<file path="config.mk">
export PLATFORM = sky130hd
export DESIGN_NAME = emc_ctrl
export DESIGN_NICKNAME = d
export VERILOG_FILES = /design/src/hdl/emc_pkg.sv /design/src/hdl/emc_clkgen.sv /design/src/hdl/emc_ctrl.sv
export VERILOG_INCLUDE_DIRS = /design/src /design/src/hdl
export SDC_FILE = /design/constraint.sdc
export NUM_CORES = 1
export LEC_CHECK = 0
export BUFFER_PORTS_ARGS = -buffer_cell sky130_fd_sc_hd__buf_4
export CORE_MARGIN = 2
export CORE_UTILIZATION = 45
export DETAILED_ROUTE_END_ITERATION = 16
export HOLD_SLACK_MARGIN = 0.02
export PLACE_DENSITY = 0.75
export SETUP_SLACK_MARGIN = 0.02
export SYNTH_ARGS = -nofsm -noshare
export SYNTH_HDL_FRONTEND = slang
export SYNTH_SLANG_ARGS = --single-unit
export TNS_END_PERCENT = 20
</file>
<file path="constraint.sdc">
create_clock -name I_MCLK -period 1.4 [get_ports I_MCLK]
set_input_delay 0.42 -clock I_MCLK [delete_from_list [all_inputs] [get_ports I_MCLK]]
set_output_delay 0.42 -clock I_MCLK [all_outputs]
set_load 0.1 [all_outputs]
</file>
<file path="src/hdl/emc_map.svh">
/*
  Constants of the external memory control-pin block: strap codes,
  chip-space decode, clock divide codes and access timing counts.
  Assumes inclusion from the package only; the modules get its macros through the package.
*/
`ifndef EMC_MAP_SVH
`define EMC_MAP_SVH

// strap codes on the two clock-select address pins
`define EMC_STRAP_EXT 2'h0
`define EMC_STRAP_DIV4 2'h1
`define EMC_STRAP_DIV6 2'h2
// divider terminal counts: half period of derived clock, minus one
`define EMC_HALF_DIV4 3'h1
`define EMC_HALF_DIV6 3'h2
// word address bits that pick the chip space
`define EMC_SPACE_LSB 26
`define EMC_SPACE_MSB 31
`define EMC_FIFO_SPACE 2'h3
// programmable divide of the second output clock
`define EMC_DIV_BY1 2'h0
`define EMC_DIV_BY2 2'h1
`define EMC_DIV_BY4 2'h2
// strobe active length in interface clock ticks, minus one
`define EMC_STROBE_TICKS 4'h3

`endif

</file>
<file path="src/hdl/emc_pkg.sv">
/*
  Types shared by the external memory control-pin block.
  Assumes emc_map.svh is on the include path.
*/
`default_nettype none
package emc_pkg;
  `include "emc_map.svh"

  typedef enum logic [1:0] {
    EMC_MEM_ASYNC = 2'h0,
    EMC_MEM_SDRAM = 2'h1,
    EMC_MEM_SYNC = 2'h2
  } emc_mem_t;

  // gray along idle -> setup -> strobe -> finish
  typedef enum logic [1:0] {
    EMC_ST_IDLE = 2'h0,
    EMC_ST_SETUP = 2'h1,
    EMC_ST_STROBE = 2'h3,
    EMC_ST_DONE = 2'h2
  } emc_state_t;
endpackage
`default_nettype wire

</file>
<file path="src/hdl/emc_clkgen.sv">
/*
  Interface clock generator: picks the strapped source and makes the
  full-rate and divided output clocks plus one-cycle tick enables.
  Assumes the external clock pin already passed two flip-flops and that
  the strap code is stable after reset release.
*/
`default_nettype none
module emc_clkgen
  import emc_pkg::*;
(
  input wire logic clk,
  input wire logic rst_n,
  input wire logic [1:0] strap,
  input wire logic [1:0] div_sel,
  input wire logic ext_clk_sync,
  output logic tick,
  output logic clk_full,
  output logic clk_div
);
  logic ext_prev;
  logic [2:0] cnt;
  logic [2:0] half;
  logic src_lvl;
  logic src_rise;
  logic [1:0] div_cnt;
  logic next_src_lvl;

  always_comb begin
    half = (strap == `EMC_STRAP_DIV6) ? `EMC_HALF_DIV6 : `EMC_HALF_DIV4;
  end

  // strapped cpu divide toggles a level every half period
  always_ff @(posedge clk or negedge rst_n) begin
    if (!rst_n) begin
      cnt <= 3'h0;
      src_lvl <= 1'b0;
    end else if (strap == `EMC_STRAP_EXT) begin
      cnt <= 3'h0;
      src_lvl <= ext_clk_sync;
    end else if (cnt >= half) begin
      cnt <= 3'h0;
      src_lvl <= ~src_lvl;
    end else begin
      cnt <= cnt + 3'h1;
    end
  end

  always_comb begin
    next_src_lvl = src_lvl;
  end

  always_ff @(posedge clk or negedge rst_n) begin
    if (!rst_n) begin
      ext_prev <= 1'b0;
      tick <= 1'b0;
      clk_full <= 1'b0;
    end else begin
      ext_prev <= next_src_lvl;
      tick <= next_src_lvl & ~ext_prev;
      clk_full <= next_src_lvl;
    end
  end

  assign src_rise = next_src_lvl & ~ext_prev;

  // divide by 1, 2 or 4 counted on source rising edges
  always_ff @(posedge clk or negedge rst_n) begin
    if (!rst_n) begin
      div_cnt <= 2'h0;
      clk_div <= 1'b0;
    end else if (div_sel == `EMC_DIV_BY1) begin
      div_cnt <= 2'h0;
      clk_div <= next_src_lvl;
    end else if (src_rise) begin
      div_cnt <= div_cnt + 2'h1;
      if (div_sel == `EMC_DIV_BY2)
        clk_div <= ~clk_div;
      else if (div_cnt[0])
        clk_div <= ~clk_div;
    end
  end
endmodule
`default_nettype wire

</file>
<file path="src/hdl/emc_ctrl.sv">
/*
  External memory interface control pins: chip-space select, byte
  enables, shared strobes for async / sdram / sync memories, fifo
  output enable, ready wait, host hold arbitration, interface clocks.
  Assumes a user-side access request held until o_ACK, and pins that
  are sampled through two flip-flops here. Strobes are active low.
*/
// Behaviour
// - byte enables decoded from low address bits
// - byte enables also serve as sdram mask
// - peripheral direct transfer output provided
// - hold acknowledge driven once bus granted
// - bus request output shows bus need
// - strapped address pins pick interface clock
// - external clock pin is the default
// - divided clock is input over 1,2,4
// - full clock runs at input clock rate
// - read pin shared per memory type
// - sync select zero gives address strobe
// - sync select one gives read enable
// - output enable pin shared per type
// - write pin shared per type
// - fifo output enable only for space three
// - exactly one chip enable per access
`default_nettype none
module emc_ctrl
  import emc_pkg::*;
(
  input wire logic I_MCLK,
  input wire logic I_RST_N,
  input wire logic I_EXT_IF_CLOCK_IN,
  input wire logic [1:0] I_CLK_STRAP,
  input wire logic I_HOST_BUS_REQUEST_IN,
  input wire logic I_ASYNC_READY_IN,
  input wire logic [1:0] I_DIV_SEL,
  input wire logic I_REQ,
  input wire logic I_WRITE,
  input wire logic I_PDT,
  input wire logic I_WIDE16,
  input wire logic [1:0] I_MEM_TYPE,
  input wire logic I_READ_STROBE_SELECT,
  input wire logic [31:0] I_WORD_ADDR,
  input wire logic [1:0] I_BYTE_SIZE,
  output logic O_ACK,
  output logic O_BUS_GRANT_ACK_OUT,
  output logic O_BUS_NEED_OUT,
  output logic O_IF_CLOCK_OUT_FULL,
  output logic O_IF_CLOCK_OUT_DIVIDED,
  output logic [3:0] O_CHIP_SELECT_N,
  output logic O_BYTE_ENABLE_HI_N,
  output logic O_BYTE_ENABLE_LO_N,
  output logic O_READ_STROBE_N,
  output logic O_OUT_ENABLE_N,
  output logic O_WRITE_STROBE_N,
  output logic O_FIFO_SPACE_OUT_ENABLE_N,
  output logic O_PERIPH_DIRECT_XFER_N,
  output logic O_PINS_OE
);
  logic rst_meta, rst_n;
  logic [1:0] hold_s, rdy_s, eclk_s;
  logic [1:0] strap, strap_m, strap_s;
  logic strap_taken;
  logic tick;
  logic clk_full, clk_div;
  emc_state_t state, next_state;
  logic [3:0] tcnt;
  logic [1:0] space;
  logic granted;
  logic strobe_on;
  logic is_read;
  emc_mem_t mtype;
  logic hold_wait;

  always_ff @(posedge I_MCLK or negedge I_RST_N) begin
    if (!I_RST_N) begin
      rst_meta <= 1'b0;
      rst_n <= 1'b0;
    end else begin
      rst_meta <= 1'b1;
      rst_n <= rst_meta;
    end
  end

  always_ff @(posedge I_MCLK or negedge rst_n) begin
    if (!rst_n) begin
      hold_s <= 2'h0;
      rdy_s <= 2'h3;
      eclk_s <= 2'h0;
    end else begin
      hold_s <= {hold_s[0], I_HOST_BUS_REQUEST_IN};
      rdy_s <= {rdy_s[0], I_ASYNC_READY_IN};
      eclk_s <= {eclk_s[0], I_EXT_IF_CLOCK_IN};
    end
  end

  always_ff @(posedge I_MCLK) begin
    strap_m <= I_CLK_STRAP;
    strap_s <= strap_m;
  end
  // straps caught once on the first edge after release
  always_ff @(posedge I_MCLK or negedge rst_n) begin
    if (!rst_n) begin
      strap <= `EMC_STRAP_EXT;
      strap_taken <= 1'b0;
    end else if (!strap_taken) begin
      strap <= (strap_s == 2'h3) ? `EMC_STRAP_EXT : strap_s;
      strap_taken <= 1'b1;
    end
  end

  emc_clkgen u_clkgen (
    .clk(I_MCLK),
    .rst_n(rst_n),
    .strap(strap),
    .div_sel(I_DIV_SEL),
    .ext_clk_sync(eclk_s[1]),
    .tick(tick),
    .clk_full(clk_full),
    .clk_div(clk_div)
  );

  always_ff @(posedge I_MCLK or negedge rst_n) begin
    if (!rst_n) begin
      O_IF_CLOCK_OUT_FULL <= 1'b0;
      O_IF_CLOCK_OUT_DIVIDED <= 1'b0;
    end else begin
      O_IF_CLOCK_OUT_FULL <= clk_full;
      O_IF_CLOCK_OUT_DIVIDED <= clk_div;
    end
  end

  // hold is granted only between accesses, never mid-strobe
  assign hold_wait = hold_s[1] && state == EMC_ST_IDLE;

  always_ff @(posedge I_MCLK or negedge rst_n) begin
    if (!rst_n) begin
      granted <= 1'b0;
    end else if (hold_wait) begin
      granted <= 1'b1;
    end else if (!hold_s[1]) begin
      granted <= 1'b0;
    end
  end

  always_ff @(posedge I_MCLK or negedge rst_n) begin
    if (!rst_n) begin
      O_BUS_GRANT_ACK_OUT <= 1'b0;
      O_BUS_NEED_OUT <= 1'b0;
      O_PINS_OE <= 1'b1;
    end else begin
      O_BUS_GRANT_ACK_OUT <= granted;
      O_BUS_NEED_OUT <= I_REQ | (state != EMC_ST_IDLE);
      O_PINS_OE <= ~granted;
    end
  end

  assign mtype = emc_mem_t'(I_MEM_TYPE);
  assign is_read = ~I_WRITE;
  assign space = I_WORD_ADDR[`EMC_SPACE_LSB +: 2];

  always_comb begin
    next_state = state;
    case (state)
      EMC_ST_IDLE: begin
        if (I_REQ && !granted && !hold_s[1])
          next_state = EMC_ST_SETUP;
      end
      EMC_ST_SETUP: begin
        if (tick)
          next_state = EMC_ST_STROBE;
      end
      EMC_ST_STROBE: begin
        // async wait: ready low stretches the strobe
        if (tick && tcnt == 4'h0 &&
            (mtype != EMC_MEM_ASYNC || rdy_s[1]))
          next_state = EMC_ST_DONE;
      end
      EMC_ST_DONE: begin
        next_state = EMC_ST_IDLE;
      end
      default: begin
        next_state = EMC_ST_IDLE;
      end
    endcase
  end

  always_ff @(posedge I_MCLK or negedge rst_n) begin
    if (!rst_n) begin
      state <= EMC_ST_IDLE;
    end else begin
      state <= next_state;
    end
  end

  always_ff @(posedge I_MCLK or negedge rst_n) begin
    if (!rst_n) begin
      tcnt <= 4'h0;
    end else if (state == EMC_ST_SETUP) begin
      tcnt <= `EMC_STROBE_TICKS;
    end else if (state == EMC_ST_STROBE && tick && tcnt != 4'h0) begin
      tcnt <= tcnt - 4'h1;
    end
  end

  assign strobe_on = (next_state == EMC_ST_STROBE);

  always_ff @(posedge I_MCLK or negedge rst_n) begin
    if (!rst_n) begin
      O_ACK <= 1'b0;
    end else begin
      O_ACK <= (next_state == EMC_ST_DONE);
    end
  end

  // one-hot space select, held over the whole access
  always_ff @(posedge I_MCLK or negedge rst_n) begin
    if (!rst_n) begin
      O_CHIP_SELECT_N <= 4'hf;
    end else if (next_state == EMC_ST_IDLE) begin
      O_CHIP_SELECT_N <= 4'hf;
    end else begin
      O_CHIP_SELECT_N <= ~(4'h1 << space);
    end
  end

  // byte enables: 16-bit uses both lanes except byte size 0, which picks one lane by address bit 0; 8-bit only the low lane
  always_ff @(posedge I_MCLK or negedge rst_n) begin
    if (!rst_n) begin
      O_BYTE_ENABLE_HI_N <= 1'b1;
      O_BYTE_ENABLE_LO_N <= 1'b1;
    end else if (next_state == EMC_ST_IDLE) begin
      O_BYTE_ENABLE_HI_N <= 1'b1;
      O_BYTE_ENABLE_LO_N <= 1'b1;
    end else if (!I_WIDE16) begin
      O_BYTE_ENABLE_HI_N <= 1'b1;
      O_BYTE_ENABLE_LO_N <= 1'b0;
    end else if (I_BYTE_SIZE != 2'h0) begin
      O_BYTE_ENABLE_HI_N <= 1'b0;
      O_BYTE_ENABLE_LO_N <= 1'b0;
    end else begin
      // same lanes on reads and writes so they double as mask
      O_BYTE_ENABLE_HI_N <= ~I_WORD_ADDR[0];
      O_BYTE_ENABLE_LO_N <= I_WORD_ADDR[0];
    end
  end

  // shared strobe pins, meaning set by memory type of the space
  always_ff @(posedge I_MCLK or negedge rst_n) begin
    if (!rst_n) begin
      O_READ_STROBE_N <= 1'b1;
      O_OUT_ENABLE_N <= 1'b1;
      O_WRITE_STROBE_N <= 1'b1;
      O_FIFO_SPACE_OUT_ENABLE_N <= 1'b1;
      O_PERIPH_DIRECT_XFER_N <= 1'b1;
    end else begin
      O_READ_STROBE_N <= 1'b1;
      O_OUT_ENABLE_N <= 1'b1;
      O_WRITE_STROBE_N <= 1'b1;
      O_FIFO_SPACE_OUT_ENABLE_N <= 1'b1;
      O_PERIPH_DIRECT_XFER_N <= ~(strobe_on & I_PDT);
      if (strobe_on) begin
        case (mtype)
          EMC_MEM_ASYNC: begin
            O_READ_STROBE_N <= ~is_read;
            O_OUT_ENABLE_N <= ~is_read;
            O_WRITE_STROBE_N <= is_read;
          end
          EMC_MEM_SDRAM: begin
            // column strobe, row strobe, write: short command form
            O_READ_STROBE_N <= 1'b0;
            O_OUT_ENABLE_N <= 1'b1;
            O_WRITE_STROBE_N <= is_read;
          end
          EMC_MEM_SYNC: begin
            // select 0: address strobe on every access
            // select 1: read enable on reads only
            O_READ_STROBE_N <= I_READ_STROBE_SELECT ? ~is_read : 1'b0;
            O_OUT_ENABLE_N <= ~is_read;
            O_WRITE_STROBE_N <= is_read;
            O_FIFO_SPACE_OUT_ENABLE_N <=
              ~(is_read && space == `EMC_FIFO_SPACE);
          end
          default: begin
            O_READ_STROBE_N <= 1'b1;
          end
        endcase
      end
    end
  end
endmodule
`default_nettype wire

</file>
==> results of run 1 <==
==> cells in the final DEF, fill, tap and decap left out, types with 2 or more instances in the layout <==
master and n:
nand2b_1 4, nand3_1 5, ha_4 3, nand4_1 3, buf_4 34, o21a_1 2
a31oi_1 2, conb_1 2, dfrtp_1 29, nand2b_4 2, buf_12 12, dfxtp_1 4
dfstp_2 14, nor2_1 11, and2_1 3, inv_2 2, mux2i_1 4, o21ai_0 4
nand2_1 7, nor2b_1 3, nand3b_1 3, inv_1 5, nor2_2 2, buf_6 2
clkbuf_8 5
==> worst reg2reg max path: cells and delay by family, from the launching register on <==
family	cells	cell delay [ns]
muxes	1	0.22
DFF	1	0.39
adders and majority gates	1	0.21
and+or+nand+nor	2	0.31
AOI/OAI and AO/OA	1	0.36
==> kinds of logic (layout without fill, tap and decap cells) <==
logic type	after synthesis	in the layout
XOR/XNOR	1	1
multiplexers	4	4
adder cells (fa/ha/maj)	4	4
flip-flops	47	47
other	1	2
AND/OR/NAND/NOR	52	52
AO/OA/AOI/OAI	18	18
buffers and inverters	11	65
==> how the worst max path moves through the flow <==
stage                  start               endpoint  slack [ns]  depth (start not counted)
floorplan           strap[0]  u_clkgen.next_src_lvl       -0.08                          5
global placement    strap[0]  u_clkgen.next_src_lvl       -0.12                          5
detailed placement  strap[0]  u_clkgen.next_src_lvl       -0.15                          5
CTS                 strap[0]  u_clkgen.next_src_lvl       -0.17                          5
global route        strap[0]  u_clkgen.next_src_lvl       -0.24                          5
finish              strap[0]  u_clkgen.next_src_lvl       -0.15                          5
==> Yosys cell counts (2+ instances only) <==
cell type	instances	area, µm²
nand3_1	5	25.0
and2_1	3	18.8
nand4_1	3	18.8
nand2_1	7	26.3
a31oi_1	2	12.5
nand2b_1	6	37.5
o21ai_0	4	20.0
nor2b_1	3	18.8
inv_1	7	26.3
nor2_2	2	12.5
dfstp_2	14	368
mux2i_1	4	40.0
buf_6	2	22.5
o21a_1	2	15.0
dfrtp_1	29	726
dfxtp_1	4	80.1
ha_1	4	50.1
nand3b_1	3	22.5
nor2_1	11	41.3
==> area by class of cell <==
class / count / area [µm²] / share of cell area, %
Inverter: 8 / 32.5 / 1.29
Sequential cell: 47 / 1170 / 46.7
Clock buffer: 6 / 72.6 / 2.89
Timing Repair Buffer: 49 / 528 / 21.0
Multi-Input combinational cell: 81 / 609 / 24.2
Tap cell: 48 / 60.1 / 2.39
Clock inverter: 2 / 37.5 / 1.49
==> metrics by stage <==
step | setup TNS, ns | utilization, % | power [mW]
after floorplan | -0.567 | - | 3.35
after global placement | -0.299 | 59.9 | 3.74
after detailed placement | -0.754 | 59.9 | 3.82
after CTS | -1.10 | 67.4 | 5.05
after global routing | -2.11 | 67.6 | 5.31
final | -0.950 | 67.6 | 5.03
==> per-layer routing <==
metal  GRT usage, %  share of wire (%)  vias up
met1           20.3                 37      610
met5              0                  0        -
met2           32.0                 57       25
met3           4.90                4.5        7
li1               -                  -      577
met4           7.65                1.5        0
==> repair_timing <==
action                                 4_1_cts  5_1_grt
endpoints found under the hold margin        2        0
setup endpoints to repair                   22       24
pin swaps                                    2        1
gates resized for setup                     39        2
hold buffers                                 1        0
==> state kept, by name, indices dropped and copies added (netlist names), 2 cells and up <==
register,count
O_CHIP_SELECT_N,4
tcnt,4
u_clkgen.cnt,3
eclk_s,2
hold_s,2
rdy_s,2
state,2
strap,2
strap_m,2
strap_s,2
==> power breakdown <==
part	internal, mW	total (mW)	switching, mW
Combinational	0.833	2.12	1.29
Sequential	1.69	1.95	0.262
Clock	0.532	0.960	0.428
Total	3.05	5.03	1.98
==> flow_summary.ini, run 1 <==
[run_status]
status = finished, violations left
violations = setup timing

[critical_path]
r2r_end = u_clkgen.next_src_lvl
reg2reg_slack_ns = -0.15
critPathLaunchType = flop
reg2reg_depth = 5
slowest_stage = dfrtp_1
critical_path_arrival_ns = 1.77
r2r-start = strap[0]
critPathKind = flop to flop
timing.critical_path.buf_inv = 0
slowest_delay_ns = 0.39
end_kind = flop
cp_cell_sequence = nand2b_4, ha_4, nand2b_4, a2111oi_4, mux2i_1
required_ns = 1.62
cp_top_family = flip-flops
critPathMostFrequentCell = nand2b_4
worstPathMaxFanout = 4

[global_route]
grt_max_degree = 42
grt_pass1_vias = 1337
grt_overflow = 0
antenna_found_initial = 0
grt_pass1_wl_um = 5890
grt_use_total_pct = 18.1

[floorplan]
die_w_um = 66.8
coreArea_mm2 = 0.00372
dieArea_mm2 = 0.00446
initial_core_util_pct = 47.7
die_h_um = 66.8
fp-row-count = 22
ioPinCount = 67

[drt]
post-route-drc-count = 0
via_per_inst = 5.06
first_iter_violations = 51
vias = 1219
routed_wirelength_um = 3340
drt_pass1_iterations = 4
postRouteAntennaNets = 0
wl_per_cell_um = 13.9

[sta]
fin_crit_sh_pct = 110
slew_violations = 0
min_period_ns = 1.55
grt_setup_unrepaired = yes
fmaxAchievable_mhz = 647
setup_viol = 22
whs_ns = 0.223
finalClockSkew_ns = 0.00444
finalHoldViolCount = 0
fin_ws_ns = -0.146

[cells_and_area]
antenna_cells = 0
stdcell_area_mm2 = 0.00251
fillers = 268
finalNetCount = 246
layout.cells.non_filler = 241
layout-drive-gt1-share_pct = 45.1
syn2layout_area_growth_pct = 41.8

[synth]
async_flop_share_pct = 91.5
synth_edf_count = 0
yosysSeqAreaShare_pct = 66.2
yosysWarningCount = 0
synth-xor-area-share_pct = 0.494
synth-seq-cells = 47
synthAdderAreaFrac_pct = 2.82
yosysUniqueCellTypes = 42
netlist_area_mm2 = 0.00177
yosys_most_used_dff = dfrtp_1
synth_top_family_by_area = simple AND/OR/NAND/NOR gates
avgSynthCellArea_um2 = 12.8
muxShareOfSynthArea_pct = 2.26
syn_inst = 138
yosys.area_share.simple_pct = 16.8
synth_compound_area_share_pct = 7.90

[placed_design]
placed_area_mm2 = 0.00223
routabilityCongestion = 0.772
dp_cells = 232
dp_slack_ns = -0.149
port_buffers = 37
dp.final_hpwl_um = 2210

[cts]
cts_tree = yes
post-cts-setup-buffers = 0
clk_pin_slew_ns = 0.08
cts_sinks = 47
clock_latency_ns = 0.29
clock-root-buffer = clkbuf_8
cts_max_path_buffers = 2
numCtsBuffers = 5
htreeDepth = 2

[hold_path]
min_from = I_CLK_STRAP[1]
hp-class = input pin to flop
hold_depth = 1
hold_end = strap_m[1]

[power_and_ir_drop]
power.leakage_nw = 1.15
pwr_density_cell_mw_per_mm2 = 2000
irDropWorstVdd_uv = 997

[flow_run]
drv_cap = 0
Power figures use the tool's default switching activity.
==> inputs of run 2 (changes only) <==
--- a/config.mk
+++ b/config.mk
@@ -12,7 +12,7 @@
 export DETAILED_ROUTE_END_ITERATION = 16
 export HOLD_SLACK_MARGIN = 0.02
 export PLACE_DENSITY = 0.75
-export SETUP_SLACK_MARGIN = 0.02
+export SETUP_SLACK_MARGIN = 0.1
 export SYNTH_ARGS = -nofsm -noshare
 export SYNTH_HDL_FRONTEND = slang
 export SYNTH_SLANG_ARGS = --single-unit
==> constraint.sdc (replaced) <==
create_clock -name I_MCLK -period 1.65 [get_ports I_MCLK]
set_input_delay 0.495 -clock I_MCLK [delete_from_list [all_inputs] [get_ports I_MCLK]]
set_output_delay 0.495 -clock I_MCLK [all_outputs]
set_load 0.1 [all_outputs]
==> run 2 against run 1 <==
Compared with the run above:
- setup slack better by 0.21 ns
- via count is 3.9% lower
- clock skew increased by 0.0015 ns
- first-iteration DRC count did not move
- die area stayed put
- the run now ends clean
- flip-flop and latch count is the same
- non-clock buffer count fell by 9
- worst hold slack gained 0.082 ns
- combinational power is 30% lower
- cell area shrank 8.1%
- clock power about the same
- cell count is 3.7% lower
==> flow_summary.ini, run 2 (synthesized netlist as in run 1, its figures left out) <==
[run_status]
status = completed

[placed_design]
routabilityCongestion = 0.819
dp_cells = 222
dp.final_hpwl_um = 2130
port_buffers = 37
placed_area_mm2 = 0.00212

[cells_and_area]
syn2layout_area_growth_pct = 30.3
mostFrequentLayoutCells = buf_4 (37), dfrtp_1 (28), dfstp_2 (14)
fillers = 293
top_regs = O_CHIP_SELECT_N (4), tcnt (4), u_clkgen.cnt (3)
antenna_cells = 0
stdcell_area_mm2 = 0.00231
layout.cells.non_filler = 232
finalNetCount = 237
layout-drive-gt1-share_pct = 41.3
final_common_cell = buf_4

[critical_path]
slowest_stage = dfstp_2
slowest_delay_ns = 0.52
critPathKind = flop to output pin
end_kind = output pin
cp_cell_sequence = buf_4
reg2reg_slack_ns = 0.10
worstPathMaxFanout = 1
reg2reg_depth = 5
r2r_end = u_clkgen.next_src_lvl
required_ns = 1.15
r2r-start = strap[0]
cp_top_family = flip-flops
timing.critical_path.buf_inv = 1
critical_path_arrival_ns = 1.09
critPathLaunchType = flop

[global_route]
grt_overflow = 0
grt_pass1_wl_um = 4890
grt_max_degree = 42
grt_use_total_pct = 14.8
antenna_found_initial = 0
grt_pass1_vias = 1209

[sta]
fin_crit_sh_pct = 96.3
setup_viol = 0
grt_setup_unrepaired = yes
min_period_ns = 1.59
slew_violations = 0
fmaxAchievable_mhz = 630
finalClockSkew_ns = 0.00598
tns_ns = 0
finalHoldViolCount = 0

[hold_path]
min_from = I_CLK_STRAP[1]
hold_end = strap_m[1]
hp-class = input pin to flop
hold_depth = 1

[cts]
cts_sinks = 47
numCtsBuffers = 5
clock_latency_ns = 0.29
cts_tree = yes
clk_pin_slew_ns = 0.08
htreeDepth = 2
clock-root-buffer = clkbuf_8
cts_max_path_buffers = 2

[floorplan]
die_w_um = 66.8
dieArea_mm2 = 0.00446
fp-row-count = 22
coreArea_mm2 = 0.00372
die_h_um = 66.8
initial_core_util_pct = 47.7
ioPinCount = 67

[drt]
postRouteAntennaNets = 0
wl_per_cell_um = 12.7
routed_wirelength_um = 2950
via_per_inst = 5.05
vias = 1171
first_iter_violations = 51
drt_pass1_iterations = 4
post-route-drc-count = 0

[power_and_ir_drop]
combPwrFrac_pct = 36.6
clkPwrFrac_pct = 23.4
switching_share_pct = 38.7
irDropWorstVdd_uv = 555
p_switching_mw = 1.58
pwr_density_cell_mw_per_mm2 = 1770
p_int_mw = 2.50
seqPwrFrac_pct = 39.9
power.leakage_nw = 1.06

[flow_run]
drv_cap = 0
-- run 2: area by class of cell --
cell class / count / area [µm²] / share of cell area (%)
Sequential cell: 47 / 1170 / 50.8
Multi-Input combinational cell: 81 / 597 / 25.8
Timing Repair Buffer: 40 / 314 / 13.6
Inverter: 8 / 32.5 / 1.41
Clock buffer: 6 / 72.6 / 3.14
Clock inverter: 2 / 60.1 / 2.60
Tap cell: 48 / 60.1 / 2.60
-- run 2: worst max path at each step --
stage                     cells after the start                endpoint                   start
after floorplan                               5   u_clkgen.next_src_lvl                strap[0]
after global placement                        5   u_clkgen.next_src_lvl                strap[0]
after detailed placement                      5   u_clkgen.next_src_lvl                strap[0]
after CTS                                     1          O_OUT_ENABLE_N          O_OUT_ENABLE_N
after global routing                          5   u_clkgen.next_src_lvl                strap[0]
final                                         1  O_PERIPH_DIRECT_XFER_N  O_PERIPH_DIRECT_XFER_N
-- run 2: routing by layer --
layer	vias up	share of wire [%]	global-route usage, %
li1	563	-	-
met1	580	41	15.7
met2	24	53	27.1
met3	4	5.3	5.57
met4	0	1.0	4.59
met5	-	0	0
-- run 2: what timing repair did --
action / CTS / global route
hold buffers: 1 / 0
resized for setup: 5 / 1
buffers inserted: 1 / 0
endpoints found under the hold margin: 2 / 0
pin swaps: 1 / 3
setup endpoints to repair: 16 / 22
-- run 2: power groups by stage --
stage | Sequential [mW] | Combinational [mW] | Clock [mW]
after detailed placement | 1.64 | 1.46 | 0
after global routing | 1.66 | 1.60 | 1.04
after global placement | 1.62 | 1.42 | 0
final | 1.63 | 1.49 | 0.957
after CTS | 1.63 | 1.50 | 0.986
after floorplan | 2.27 | 0.541 | 0
-- run 2: stage by stage --
stage / utilization (%) / setup WS [ns] / power, mW / hold slack [ns]
floorplan: - / 0.113 / 2.81 / 0.199
finish: 62.2 / 0.0618 / 4.08 / 0.305
global route: 62.2 / 0.00890 / 4.29 / 0.286
global placement: 57.0 / 0.0494 / 3.04 / 0.277
detailed placement: 57.0 / 0.00605 / 3.11 / 0.279
CTS: 61.9 / 0.0488 / 4.12 / 0.292
==> inputs of run 3 (changes only) <==
--- a/config.mk
+++ b/config.mk
@@ -12,6 +12,7 @@
 export DETAILED_ROUTE_END_ITERATION = 16
 export HOLD_SLACK_MARGIN = 0.02
 export PLACE_DENSITY = 0.75
+export RECOVER_POWER = 25
 export SETUP_SLACK_MARGIN = 0.1
 export SYNTH_ARGS = -nofsm -noshare
 export SYNTH_HDL_FRONTEND = slang
==> run 3 against run 2 <==
Compared with the run above:
- clock skew about the same
- combinational power hardly changed
- critical endpoint unchanged
- critical path type unchanged
- non-clock buffer count stayed put
- sequential share of layout area increased by 0.14 points
- clock power is essentially flat
==> flow_summary.ini, run 3 (synthesized netlist as in run 1, its figures left out) <==
[sta]
finalHoldViolCount = 0
grt_setup_unrepaired = yes
fin_ws_ns = 0.0619
setup_viol = 0
finalClockSkew_ns = 0.00608
tightest_slew_ns = 0.950
tns_ns = 0
fin_crit_sh_pct = 96.3
min_period_ns = 1.59
maxSlewHeadroom_pct = 36.7
slew_violations = 0
fmaxAchievable_mhz = 630

[cts]
htreeDepth = 2
cts_tree = yes
clock-root-buffer = clkbuf_8
clk_pin_slew_ns = 0.08
numCtsBuffers = 5
clock_latency_ns = 0.29
cts_sinks = 47
cts_max_path_buffers = 2

[critical_path]
r2r_end = u_clkgen.next_src_lvl
reg2reg_depth = 5
slowest_stage = dfstp_2
timing.critical_path.buf_inv = 1
reg2reg_slack_ns = 0.10
critPathKind = flop to output pin
end_kind = output pin
slowest_delay_ns = 0.52
cp-startpoint = O_PERIPH_DIRECT_XFER_N
cp_cell_sequence = buf_4
cp_top_family = flip-flops
worstPathMaxFanout = 1
critPathLaunchType = flop
required_ns = 1.15
critical_path_arrival_ns = 1.09
r2r-start = strap[0]

[cells_and_area]
area.sequential_mm2 = 0.00117
top_regs = O_CHIP_SELECT_N (4), tcnt (4), u_clkgen.cnt (3)
finalNetCount = 237
syn2layout_area_growth_pct = 30.0
layout-drive-gt1-share_pct = 40.8
fillers = 296
final_common_cell = buf_4
layout.cells.non_filler = 232
utilization_pct = 62.0
mostFrequentLayoutCells = buf_4 (30), dfrtp_1 (28), dfstp_2 (14)
multi_input_area_um2 = 597
antenna_cells = 0

[global_route]
grt_pass1_vias = 1209
grt_use_total_pct = 14.8
antenna_found_initial = 0
grt_pass1_wl_um = 4890
grt_max_degree = 42
grt_overflow = 0

[placed_design]
dp_cells = 222
dp_slack_ns = 0.00605
port_buffers = 37
dp.final_hpwl_um = 2130
routabilityCongestion = 0.819

[floorplan]
initial_core_util_pct = 47.7
ioPinCount = 67
coreArea_mm2 = 0.00372
dieArea_mm2 = 0.00446
fp-row-count = 22
die_w_um = 66.8
die_h_um = 66.8

[hold_path]
hold_end = rdy_s[0]
hp-class = input pin to flop
hold_depth = 1
min_from = I_ASYNC_READY_IN

[power_and_ir_drop]
power.leakage_nw = 1.06
pwr_density_cell_mw_per_mm2 = 1770
power_mw = 4.08
irDropWorstVdd_uv = 554

[drt]
first_iter_violations = 51
routed_wirelength_um = 2950
drt_pass1_iterations = 4
wl_per_cell_um = 12.7
post-route-drc-count = 0
postRouteAntennaNets = 0
via_per_inst = 5.04
vias = 1170

[flow_run]
drv_cap = 0

[run_status]
status = completed
-- run 3: where the power goes --
group / internal [mW] / leakage, nW / switching, mW
registers: 1.43 / 0.530 / 0.202
clock network: 0.605 / 0.0654 / 0.352
logic: 0.466 / 0.463 / 1.03
total: 2.50 / 1.06 / 1.58
-- run 3: cell type report --
type	instances	share of cell area, %
repair buffers	40	13.4
multi-input cells	81	25.9
clock buffers	6	3.15
flip-flops and latches	47	51.0
clock inverters	2	2.61
inverters	8	1.41
well taps	48	2.61
-- run 3: metal layers --
metal  vias to the layer above  GRT usage [%]  wire (µm)
li1                        563              -          -
met1                       579           15.7       1200
met2                        24           27.1       1560
met3                         4           5.57        158
met4                         0           4.59         30
met5                         -              0          0
-- run 3: worst max-delay path by stage --
stage | to | slack (ns) | depth (start not counted)
after detailed placement | u_clkgen.next_src_lvl | 0.006 | 5
after CTS | O_OUT_ENABLE_N | 0.05 | 1
after global placement | u_clkgen.next_src_lvl | 0.05 | 5
final | O_PERIPH_DIRECT_XFER_N | 0.06 | 1
after global routing | u_clkgen.next_src_lvl | 0.009 | 5
after floorplan | u_clkgen.next_src_lvl | 0.11 | 5
-- run 3: what timing repair did --
action,CTS,global route
buffers inserted,1,0
hold buffers,1,0
resized for setup,5,1
pin swaps,1,3
hold endpoints to repair,2,0
setup endpoints to repair,16,22
-- run 3: per-stage QoR --
stage | hold slack (ns) | cell area (µm²)
global placement | 0.277 | 2120
CTS | 0.292 | 2300
finish | 0.310 | 2300
global route | 0.295 | 2300
detailed placement | 0.279 | 2120
floorplan | 0.199 | 1800
